[src/common/mch_consts.svh]
// Purpose: Constants for the memory card host port controller
// Assumes: 100 MHz clock; times in ns rounded up to whole cycles
// Notes:   Offsets, pin-sample positions and timing counts only
`ifndef MCH_CONSTS_SVH
`define MCH_CONSTS_SVH

// Clock period in ns
`define MCH_CLK_NS        10
// Least time to cycles, rounded up, never below one
`define MCH_CYC_UP(ns)    ((((ns) + `MCH_CLK_NS - 1) / `MCH_CLK_NS) < 1 ? 1 : \
                           (((ns) + `MCH_CLK_NS - 1) / `MCH_CLK_NS))
// Strobe and reset timing in ns
`define MCH_T_SETUP_NS    30
`define MCH_T_PULSE_NS    150
`define MCH_T_HOLD_NS     30
`define MCH_T_RESET_NS    1000
// Configuration registers base in attribute space
`define MCH_CFG_BASE      11'h200
// Positions in the sampled input vector
`define MCH_SY_RDY        16
`define MCH_SY_WAIT       17
`define MCH_SY_ACK        18
`define MCH_SY_WP         19
`define MCH_SY_BVD1       20
`define MCH_SY_BVD2       21
`define MCH_SY_W          22
// IDE data register index
`define MCH_IDE_DATA_REG  3'h0

`endif

[src/common/mch_pkg.sv]
// Purpose: Types for the memory card host port controller
// Assumes: Constants come from mch_consts.svh
// Notes:   Holds enums and the controller state record
`include "mch_consts.svh"
package mch_pkg;

	// Controller states
	typedef enum logic [2:0] {
		ST_STRAP,
		ST_RST,
		ST_INIT,
		ST_IDLE,
		ST_DMAWAIT,
		ST_SETUP,
		ST_PULSE,
		ST_HOLD
	} mch_state_e;

	// Access kinds requested by the user side
	typedef enum logic [2:0] {
		K_MEM,
		K_ATTR,
		K_CFG,
		K_IO,
		K_TASK,
		K_ALT,
		K_DMA
	} mch_kind_e;

	// Whole controller state, registered as one word
	typedef struct packed {
		mch_state_e              state;      // Sequencer state
		logic [7:0]              cnt;        // Phase down-counter
		logic                    ide;        // Latched mode strap
		logic                    wr;         // Current access writes
		mch_kind_e               kind;       // Current access kind
		logic [1:0]              size;       // Lane selection
		logic [`MCH_SY_W-1:0]    syn1;       // First sampling stage
		logic [`MCH_SY_W-1:0]    syn2;       // Second sampling stage
		logic [10:0]             addr;       // Address pins
		logic [15:0]             dout;       // Write data pins
		logic                    dout_oe_n;  // Data drive, low drives
		logic                    ce1_n;      // Even or CS0 select
		logic                    ce2_n;      // Odd or CS1 select
		logic                    pin9_n;     // Output enable or mode select
		logic                    we_n;       // Memory write strobe
		logic                    iord_n;     // I/O read strobe
		logic                    iowr_n;     // I/O write strobe
		logic                    pin44_n;    // Register select or DMA acknowledge
		logic                    rst;        // Card reset pin
		logic                    rsp_v;      // Response pulse
		logic [15:0]             rdata;      // Captured read data
		logic                    inpack;     // Input acknowledge seen
		logic                    iois16;     // Wide port seen
		logic                    rdy;        // Command port ready
		logic                    stat_rdy;   // Card ready status
		logic                    irq;        // Interrupt status
		logic                    stschg;     // Status change status
		logic                    wp;         // Write protect status
	} mch_st_s;

endpackage

[src/design/mch_host.sv]
// Purpose: Host-side controller driving a memory card in PC Card or IDE mode
// Assumes: All card pins are asynchronous; strobes timed from clk counts
// Notes:   One access at a time; pin outputs come from flip-flops, except cable select, which comes from MASTER
`include "mch_consts.svh"
`timescale 1ns/1ps
`default_nettype none

module mch_host #(
	parameter int unsigned RST_CYC = `MCH_CYC_UP(`MCH_T_RESET_NS),
	parameter bit          MASTER  = 1'b1
) (
	// Clock and reset
	input  wire logic              clk,
	input  wire logic              arst_n,
	// Configuration
	input  wire logic              ide_mode_req,
	input  wire logic              pc_io_mode,
	// Command port
	input  wire logic              cmd_valid,
	input  wire mch_pkg::mch_kind_e cmd_kind,
	input  wire logic              cmd_write,
	input  wire logic [1:0]        cmd_size,
	input  wire logic [10:0]       cmd_addr,
	input  wire logic [15:0]       cmd_wdata,
	output logic                   cmd_ready,
	// Response port
	output logic                   rsp_valid,
	output logic [15:0]            rsp_rdata,
	output logic                   rsp_inpack,
	output logic                   rsp_iois16,
	// Status
	output logic                   card_ready,
	output logic                   card_irq,
	output logic                   card_stschg,
	output logic                   card_wp,
	// Card pins
	output logic [10:0]            pin_addr,
	input  wire logic [15:0]       pin_data_i,
	output logic [15:0]            pin_data_o,
	output logic                   pin_data_oe_n,
	output logic                   pin_ce1_n,
	output logic                   pin_ce2_n,
	output logic                   pin_oe_ide_mode_select_n_n,
	output logic                   pin_we_n,
	output logic                   pin_iord_n,
	output logic                   pin_iowr_n,
	output logic                   pin_reg_dmack_n,
	output logic                   pin_reset,
	output logic                   pin_csel_n,
	input  wire logic              pin_rdy_irq,
	input  wire logic              pin_wait,
	input  wire logic              pin_ack_dmarq,
	input  wire logic              pin_wp_iois16,
	input  wire logic              pin_bvd1,
	input  wire logic              pin_bvd2
);

	// Strobe phase and reset lengths in cycles
	localparam logic [7:0] SETUP_C = 8'(`MCH_CYC_UP(`MCH_T_SETUP_NS));
	localparam logic [7:0] PULSE_C = 8'(`MCH_CYC_UP(`MCH_T_PULSE_NS));
	localparam logic [7:0] HOLD_C  = 8'(`MCH_CYC_UP(`MCH_T_HOLD_NS));
	localparam logic [7:0] RST_C   = 8'(RST_CYC);

	// Whole module state, one record from the package
	mch_pkg::mch_st_s q;  // Registered state
	mch_pkg::mch_st_s d;  // Next state

	// Next-state logic
	always_comb begin
		d = q;
		d.rsp_v = 1'b0;
		// Two-stage sampling of card inputs
		d.syn1 = {pin_bvd2, pin_bvd1, pin_wp_iois16, pin_ack_dmarq, pin_wait, pin_rdy_irq,
			pin_data_i};
		d.syn2 = q.syn1;
		// Status decode, pin meaning depends on mode
		d.stat_rdy = !q.ide && !pc_io_mode && q.syn2[`MCH_SY_RDY];
		d.irq = q.ide ? q.syn2[`MCH_SY_RDY]
			: (pc_io_mode && !q.syn2[`MCH_SY_RDY]);
		d.stschg = !q.ide && pc_io_mode && !q.syn2[`MCH_SY_BVD1];
		d.wp = !q.ide && !pc_io_mode && q.syn2[`MCH_SY_WP];
		case (q.state)
			// Latch mode strap once, then hold the select pin steady
			mch_pkg::ST_STRAP: begin
				d.ide = ide_mode_req;
				d.pin9_n = !ide_mode_req;
				d.rst = !ide_mode_req;
				d.cnt = RST_C;
				d.state = mch_pkg::ST_RST;
			end
			// Card reset pulse, polarity by mode
			mch_pkg::ST_RST: begin
				if (q.cnt <= 8'h01) begin
					d.rst = q.ide;
					d.state = mch_pkg::ST_INIT;
				end else begin
					d.cnt = q.cnt - 8'h01;
				end
			end
			// PC modes wait for ready high; IDE proceeds at once
			mch_pkg::ST_INIT: begin
				if (q.ide || q.syn2[`MCH_SY_RDY]) begin
					d.state = mch_pkg::ST_IDLE;
				end
			end
			// Accept a command and present address and selects
			mch_pkg::ST_IDLE: begin
				if (cmd_valid) begin
					d.kind = cmd_kind;
					d.wr = cmd_write;
					d.size = cmd_size;
					d.dout = cmd_wdata;
					d.cnt = SETUP_C;
					d.state = mch_pkg::ST_SETUP;
					if (q.ide) begin
						d.addr = {8'h00, cmd_addr[2:0]};
						d.ce1_n = (cmd_kind != mch_pkg::K_TASK);
						d.ce2_n = (cmd_kind != mch_pkg::K_ALT);
						// Task registers byte-wide except data register
						d.size = (cmd_kind == mch_pkg::K_DMA
							|| cmd_addr[2:0] == `MCH_IDE_DATA_REG) ? 2'h1 : 2'h0;
						if (cmd_kind == mch_pkg::K_DMA) begin
							d.ce1_n = 1'b1;
							d.ce2_n = 1'b1;
							d.state = mch_pkg::ST_DMAWAIT;
						end
					end else begin
						d.addr = (cmd_kind == mch_pkg::K_CFG)
							? `MCH_CFG_BASE + cmd_addr : cmd_addr;
						// Byte, word, or odd-only lane selection
						d.ce1_n = (cmd_size == 2'h2);
						d.ce2_n = (cmd_size == 2'h0);
						d.pin44_n = (cmd_kind == mch_pkg::K_MEM);
					end
					if (cmd_write) begin
						d.dout_oe_n = 1'b0;
						if (cmd_size == 2'h2 && !q.ide) begin
							d.dout = {cmd_wdata[7:0], 8'h00};
						end
					end
				end
			end
			// Wait for DMA request before acknowledging
			mch_pkg::ST_DMAWAIT: begin
				if (q.syn2[`MCH_SY_ACK]) begin
					d.pin44_n = 1'b0;
					d.state = mch_pkg::ST_SETUP;
				end
			end
			// Address setup, then open the strobe
			mch_pkg::ST_SETUP: begin
				if (q.cnt <= 8'h01) begin
					d.cnt = PULSE_C;
					d.state = mch_pkg::ST_PULSE;
					// IDE keeps the mode pin low, so every IDE access uses I/O strobes
					if (!q.ide && (q.kind == mch_pkg::K_MEM || q.kind == mch_pkg::K_ATTR
						|| q.kind == mch_pkg::K_CFG)) begin
						d.pin9_n = q.wr;
						d.we_n = !q.wr;
					end else begin
						d.iord_n = q.wr;
						d.iowr_n = !q.wr;
					end
				end else begin
					d.cnt = q.cnt - 8'h01;
				end
			end
			// Fixed pulse; card never extends it
			mch_pkg::ST_PULSE: begin
				if (q.cnt <= 8'h01) begin
					d.cnt = HOLD_C;
					d.state = mch_pkg::ST_HOLD;
					d.pin9_n = !q.ide;
					d.we_n = 1'b1;
					d.iord_n = 1'b1;
					d.iowr_n = 1'b1;
					d.rdata = (q.size == 2'h1) ? q.syn2[15:0]
						: (q.size == 2'h2) ? {8'h00, q.syn2[15:8]}
						: {8'h00, q.syn2[7:0]};
					d.inpack = !q.ide && !q.wr && q.kind == mch_pkg::K_IO
						&& !q.syn2[`MCH_SY_ACK];
					d.iois16 = !q.ide && q.kind == mch_pkg::K_IO
						&& !q.syn2[`MCH_SY_WP];
				end else begin
					d.cnt = q.cnt - 8'h01;
				end
			end
			// Data still driven past strobe rise, then release
			mch_pkg::ST_HOLD: begin
				if (q.cnt <= 8'h01) begin
					d.dout_oe_n = 1'b1;
					d.ce1_n = 1'b1;
					d.ce2_n = 1'b1;
					d.pin44_n = 1'b1;
					d.rsp_v = 1'b1;
					d.state = mch_pkg::ST_IDLE;
				end else begin
					d.cnt = q.cnt - 8'h01;
				end
			end
			default: begin
				d.state = mch_pkg::ST_STRAP;
			end
		endcase
		d.rdy = (d.state == mch_pkg::ST_IDLE);
	end

	// State register
	always_ff @(posedge clk or negedge arst_n) begin
		if (!arst_n) begin
			q <= '{state: mch_pkg::ST_STRAP, cnt: 8'h00, ide: 1'b0, wr: 1'b0,
				kind: mch_pkg::K_MEM, size: 2'h0, syn1: '0, syn2: '0, addr: 11'h000,
				dout: 16'h0000,
				dout_oe_n: 1'b1, ce1_n: 1'b1, ce2_n: 1'b1, pin9_n: 1'b1, we_n: 1'b1,
				iord_n: 1'b1, iowr_n: 1'b1, pin44_n: 1'b1, rst: 1'b1, rsp_v: 1'b0,
				rdata: 16'h0000, inpack: 1'b0, iois16: 1'b0, rdy: 1'b0,
				stat_rdy: 1'b0, irq: 1'b0, stschg: 1'b0, wp: 1'b0};
		end else begin
			q <= d;
		end
	end

	// Outputs straight from state, cable select from MASTER
	assign cmd_ready       = q.rdy;
	assign rsp_valid       = q.rsp_v;
	assign rsp_rdata       = q.rdata;
	assign rsp_inpack      = q.inpack;
	assign rsp_iois16      = q.iois16;
	assign card_ready      = q.stat_rdy;
	assign card_irq        = q.irq;
	assign card_stschg     = q.stschg;
	assign card_wp         = q.wp;
	assign pin_addr        = q.addr;
	assign pin_data_o      = q.dout;
	assign pin_data_oe_n   = q.dout_oe_n;
	assign pin_ce1_n       = q.ce1_n;
	assign pin_ce2_n       = q.ce2_n;
	assign pin_oe_ide_mode_select_n_n = q.pin9_n;
	assign pin_we_n        = q.we_n;
	assign pin_iord_n      = q.iord_n;
	assign pin_iowr_n      = q.iowr_n;
	assign pin_reg_dmack_n = q.pin44_n;
	assign pin_reset       = q.rst;
	assign pin_csel_n      = !MASTER;
endmodule
`default_nettype wire

[config.mk]
export PLATFORM = sky130hd
export DESIGN_NAME = mch_host
export DESIGN_NICKNAME = d
export VERILOG_FILES = /design/src/common/mch_pkg.sv /design/src/design/mch_host.sv
export VERILOG_INCLUDE_DIRS = /design/src /design/src/common
export SDC_FILE = /design/constraint.sdc
export NUM_CORES = 1
export LEC_CHECK = 0
export ABC_AREA = 0
export BUFFER_PORTS_ARGS = -buffer_cell sky130_fd_sc_hd__buf_2
export CORE_MARGIN = 2
export CORE_UTILIZATION = 30
export DETAILED_ROUTE_END_ITERATION = 12
export PLACE_DENSITY_LB_ADDON = 0.15
export SYNTH_ARGS = -nofsm -noshare
export SYNTH_HDL_FRONTEND = slang
export SYNTH_SLANG_ARGS = --single-unit
[constraint.sdc]
create_clock -name clk -period 2.3 [get_ports clk]
set_clock_uncertainty 0.15 [all_clocks]
set_input_delay 0 -clock clk [delete_from_list [all_inputs] [get_ports clk]]
set_output_delay 0 -clock clk [all_outputs]
set_load 0.1 [all_outputs]
==> metrics.md <==
| Metric | Value |
|---|---|
| Initial Util | `0.308` |
| Worst Setup End Kind | `flip-flop` |
| VDD IR-drop max | `~0.00056 V` |
| Clock Path Buffers | `2` |
| FP Rows | `47` |
| Overflow after GRT | `0` |
| Synthesis Warnings | `0` |
| Final nets | `688` |
| Drt via density | `around 4.6` |
| Setup CP Type | `flip-flop to flip-flop` |
| Seq/Total Area, Yosys | `0.576` |
| Placed cell count | `roughly 770` |
| DR WL met2 | `~5.9 mm` |
| Final cell count without fillers | `approximately 860` |
| Pwr/cell area | `718 nW/um^2` |
| H-tree depth | `4` |
| Synthesized Nets | `535` |
| Fin. max-slew vios | `0` |
| DR pass1 iterations | `4` |
| 1st-iter DRT viols | `~170` |
| Layout cells sized above 1 | `0.315` |
| Met3 wire length | `857 um` |
| Area Growth Syn to Fin | `36.1%` |
| Post-DR wirelength/cell | `about 15 um` |
| Setup total negative slack | `0 ns` |
| CTS Buf Count | `17` |
| Switching power | `slightly above 1000 uW` |
| Tot GR Track Use | `0.146` |
| Peak Freq | `0.461 GHz` |
| Outcome | `finished clean` |
| Hold crit path type | `primary input to async pin` |
| Pin count of the biggest net entering global routing | `45` |
| Number of synthesized flops with an enable pin | `0` |
| Routability congestion estimate | `0.821` |
| Clock power share | `0.529` |
| Tmin final | `2.17 ns` |
| Switch share | `0.207` |
| I/O Buffers | `roughly 120` |
| Rel. slew slack | `0.574` |
| Root Driver | `clkbuf_16` |
| Die outline height | `135 um` |
| Routed WL | `about 13 mm` |
| Initial antenna violation count | `0` |
| Logic pwr share | `0.047` |
| Max-Cap Viols | `0` |
| Internal power | `approximately 4000 uW` |
| Slew @ Worst Pin | `about 0.64 ns` |
| Leak pwr | `between 0.003 and 0.004 uW` |
| Clock transition at path regs | `approximately 0.050 ns` |
| Reg2Reg Depth | `7` |
| Fin crit share | `0.944` |
| Ys flop type | `dfrtp_1` |
| CTS tree | `done` |
| Most common cell after layout, fill and taps aside | `buf_2` |
| Routed met1 length | `about 5.8 mm` |
| Total power draw | `5030 uW` |
| Vias in the first global route | `~3,900` |
| Cells after Synth | `roughly 470` |
| Area contributors post-synth | `dfrtp_1 53%, buf_4 6.6%, nand2_1 4.8%` |
| Die area | `18,200 sq um` |
| Synthesized flop and latch total | `around 120` |
| Most frequent cells in the layout | `116 x buf_2, 108 x dfrtp_1, 66 x nand2_1` |
| DP HPWL | `between 8 and 9 mm` |
| Flop pwr share | `0.424` |
| Diode count | `0` |
| Final Hold Viols | `0` |
| WP data arrival | `about 2.3 ns` |
| Final setup violation count | `0` |
| Post-CTS setup buffer count | `0` |
| Max FO, Critical Path | `8` |
| Core ar. | `around 17,000 sq um` |
| Synth cell types | `61` |
| Worst Path Required | `between 2 and 2.5 ns` |
| Mean post-synth cell area | `roughly 11 sq um` |
| Clk sinks | `118` |
| First-pass GRT wire length | `between 20 and 25 mm` |
| Yosys top cell by area | `dfrtp_1` |
| Synth Cell Area | `5140 sq um` |
| Startpoint types | `flip-flop` |
| I/O pins | `about 120` |
| Via count | `about 4,000` |
| Post-synth ARST share | `1.00` |
| Die width | `135 um` |
| # DRC | `0` |
| Remaining antenna violation count | `0` |
| Clock latency on the worst-skew pair | `0.41 ns` |
| Max layer used | `met4` |
| Synth top area share | `0.530` |
## logic make-up after synthesis
logic type	Yosys count	share of synthesized area
and+or+nand+nor	138	0.129
DFF	118	0.576
AOI/OAI and AO/OA	112	0.147
buffers and inverters	75	0.0885
muxes	24	0.0486
xor gates and xnor gates	3	0.00511
adders and majority gates	2	0.00486
other	1	0.000729
## flip-flops by register name, summed over array words and instances (netlist names), 11 cells and up
name,cells
d,20
pin_addr,11
pin_data_o,16
q,38
rsp_rdata,16
## final cells by class
type	instances	area (sq um)
clock buffer	22	464
inverter	10	37.5
clock inverter	9	126
multi-input combinational	280	1740
timing repair buffer	199	1390
sequential	118	2970
tap	220	275
fill	1642	9700
## synth_stat cells, types with 3 or more instances
master	number
o31ai_1	5
a21oi_1	17
nand4_1	4
buf_2	4
mux2_2	7
nand2_1	66
mux2i_1	16
clkbuf_1	13
buf_1	3
nor3_1	6
a31oi_1	7
dfrtp_1	109
nor3b_1	5
buf_4	45
nor2b_1	6
or2_2	3
a22o_1	12
o21ai_0	42
dfstp_2	9
nor2_1	24
a211oi_1	3
nand3_1	6
nand2b_1	3
inv_1	9
o211ai_1	3
## final timing paths
kind	startpoint	end	slack (ns)
worst min register to register	d[70]$_DFF_PN0_	q[70]$_DFF_PN0_	0.20
worst max register to register	q[112]$_DFFE_PN0P_	q[114]$_DFFE_PN0P_	0.13
min in group clk	pin_rdy_irq	d[76]$_DFF_PN0_	0.08
worst max-delay path	q[112]$_DFFE_PN0P_	q[114]$_DFFE_PN0P_	0.13
worst min-delay path	arst_n	pin_reset$_DFFE_PN1P_	0.06
max in group asynchronous	arst_n	pin_data_o[11]$_DFFE_PN0P_	1.55
## metrics by stage
stage	hold WS (ns)	area (sq um)	util	worst slack, ns
after detailed placement	-0.119	5790	0.347	0.0703
after global placement	-0.124	5790	0.347	0.133
after CTS	0.0577	6990	0.419	0.0539
after floorplan	-0.446	5140	-	0.196
final	0.0646	7000	0.419	0.130
after global routing	0.0774	7000	0.419	-0.000499
## power groups by stage
stage,Clock (uW),Sequential (uW),Combinational [uW]
6_report,2660,2130,237
4_1_cts,2740,2130,243
3_5_place_dp,0,2160,158
5_1_grt,2840,2130,263
2_1_floorplan,0,2180,29.1
3_3_place_gp,0,2160,155
## routing by layer
layer  vias up  GRT usage
met5         -          0
met4         0     0.0538
met3        14     0.0480
met2       120      0.230
met1      1901      0.187
li1       1925          -
## worst max-delay path: stages (launching register included)
cell and delay [ns]:
dfrtp_1 0.39, inv_1 0.08, ha_1 0.20, or2_2 0.35, nand3_4 0.13, o21ai_2 0.15
and2_1 0.24, a2111oi_2 0.37
## repair_timing
item                                   in CTS  in global routing
hold buffers                               60                  0
endpoints found under the hold margin     179                  0
gates resized for setup                     0                  2
setup endpoints to repair                   0                  5
(Power assumes the default switching activity.)
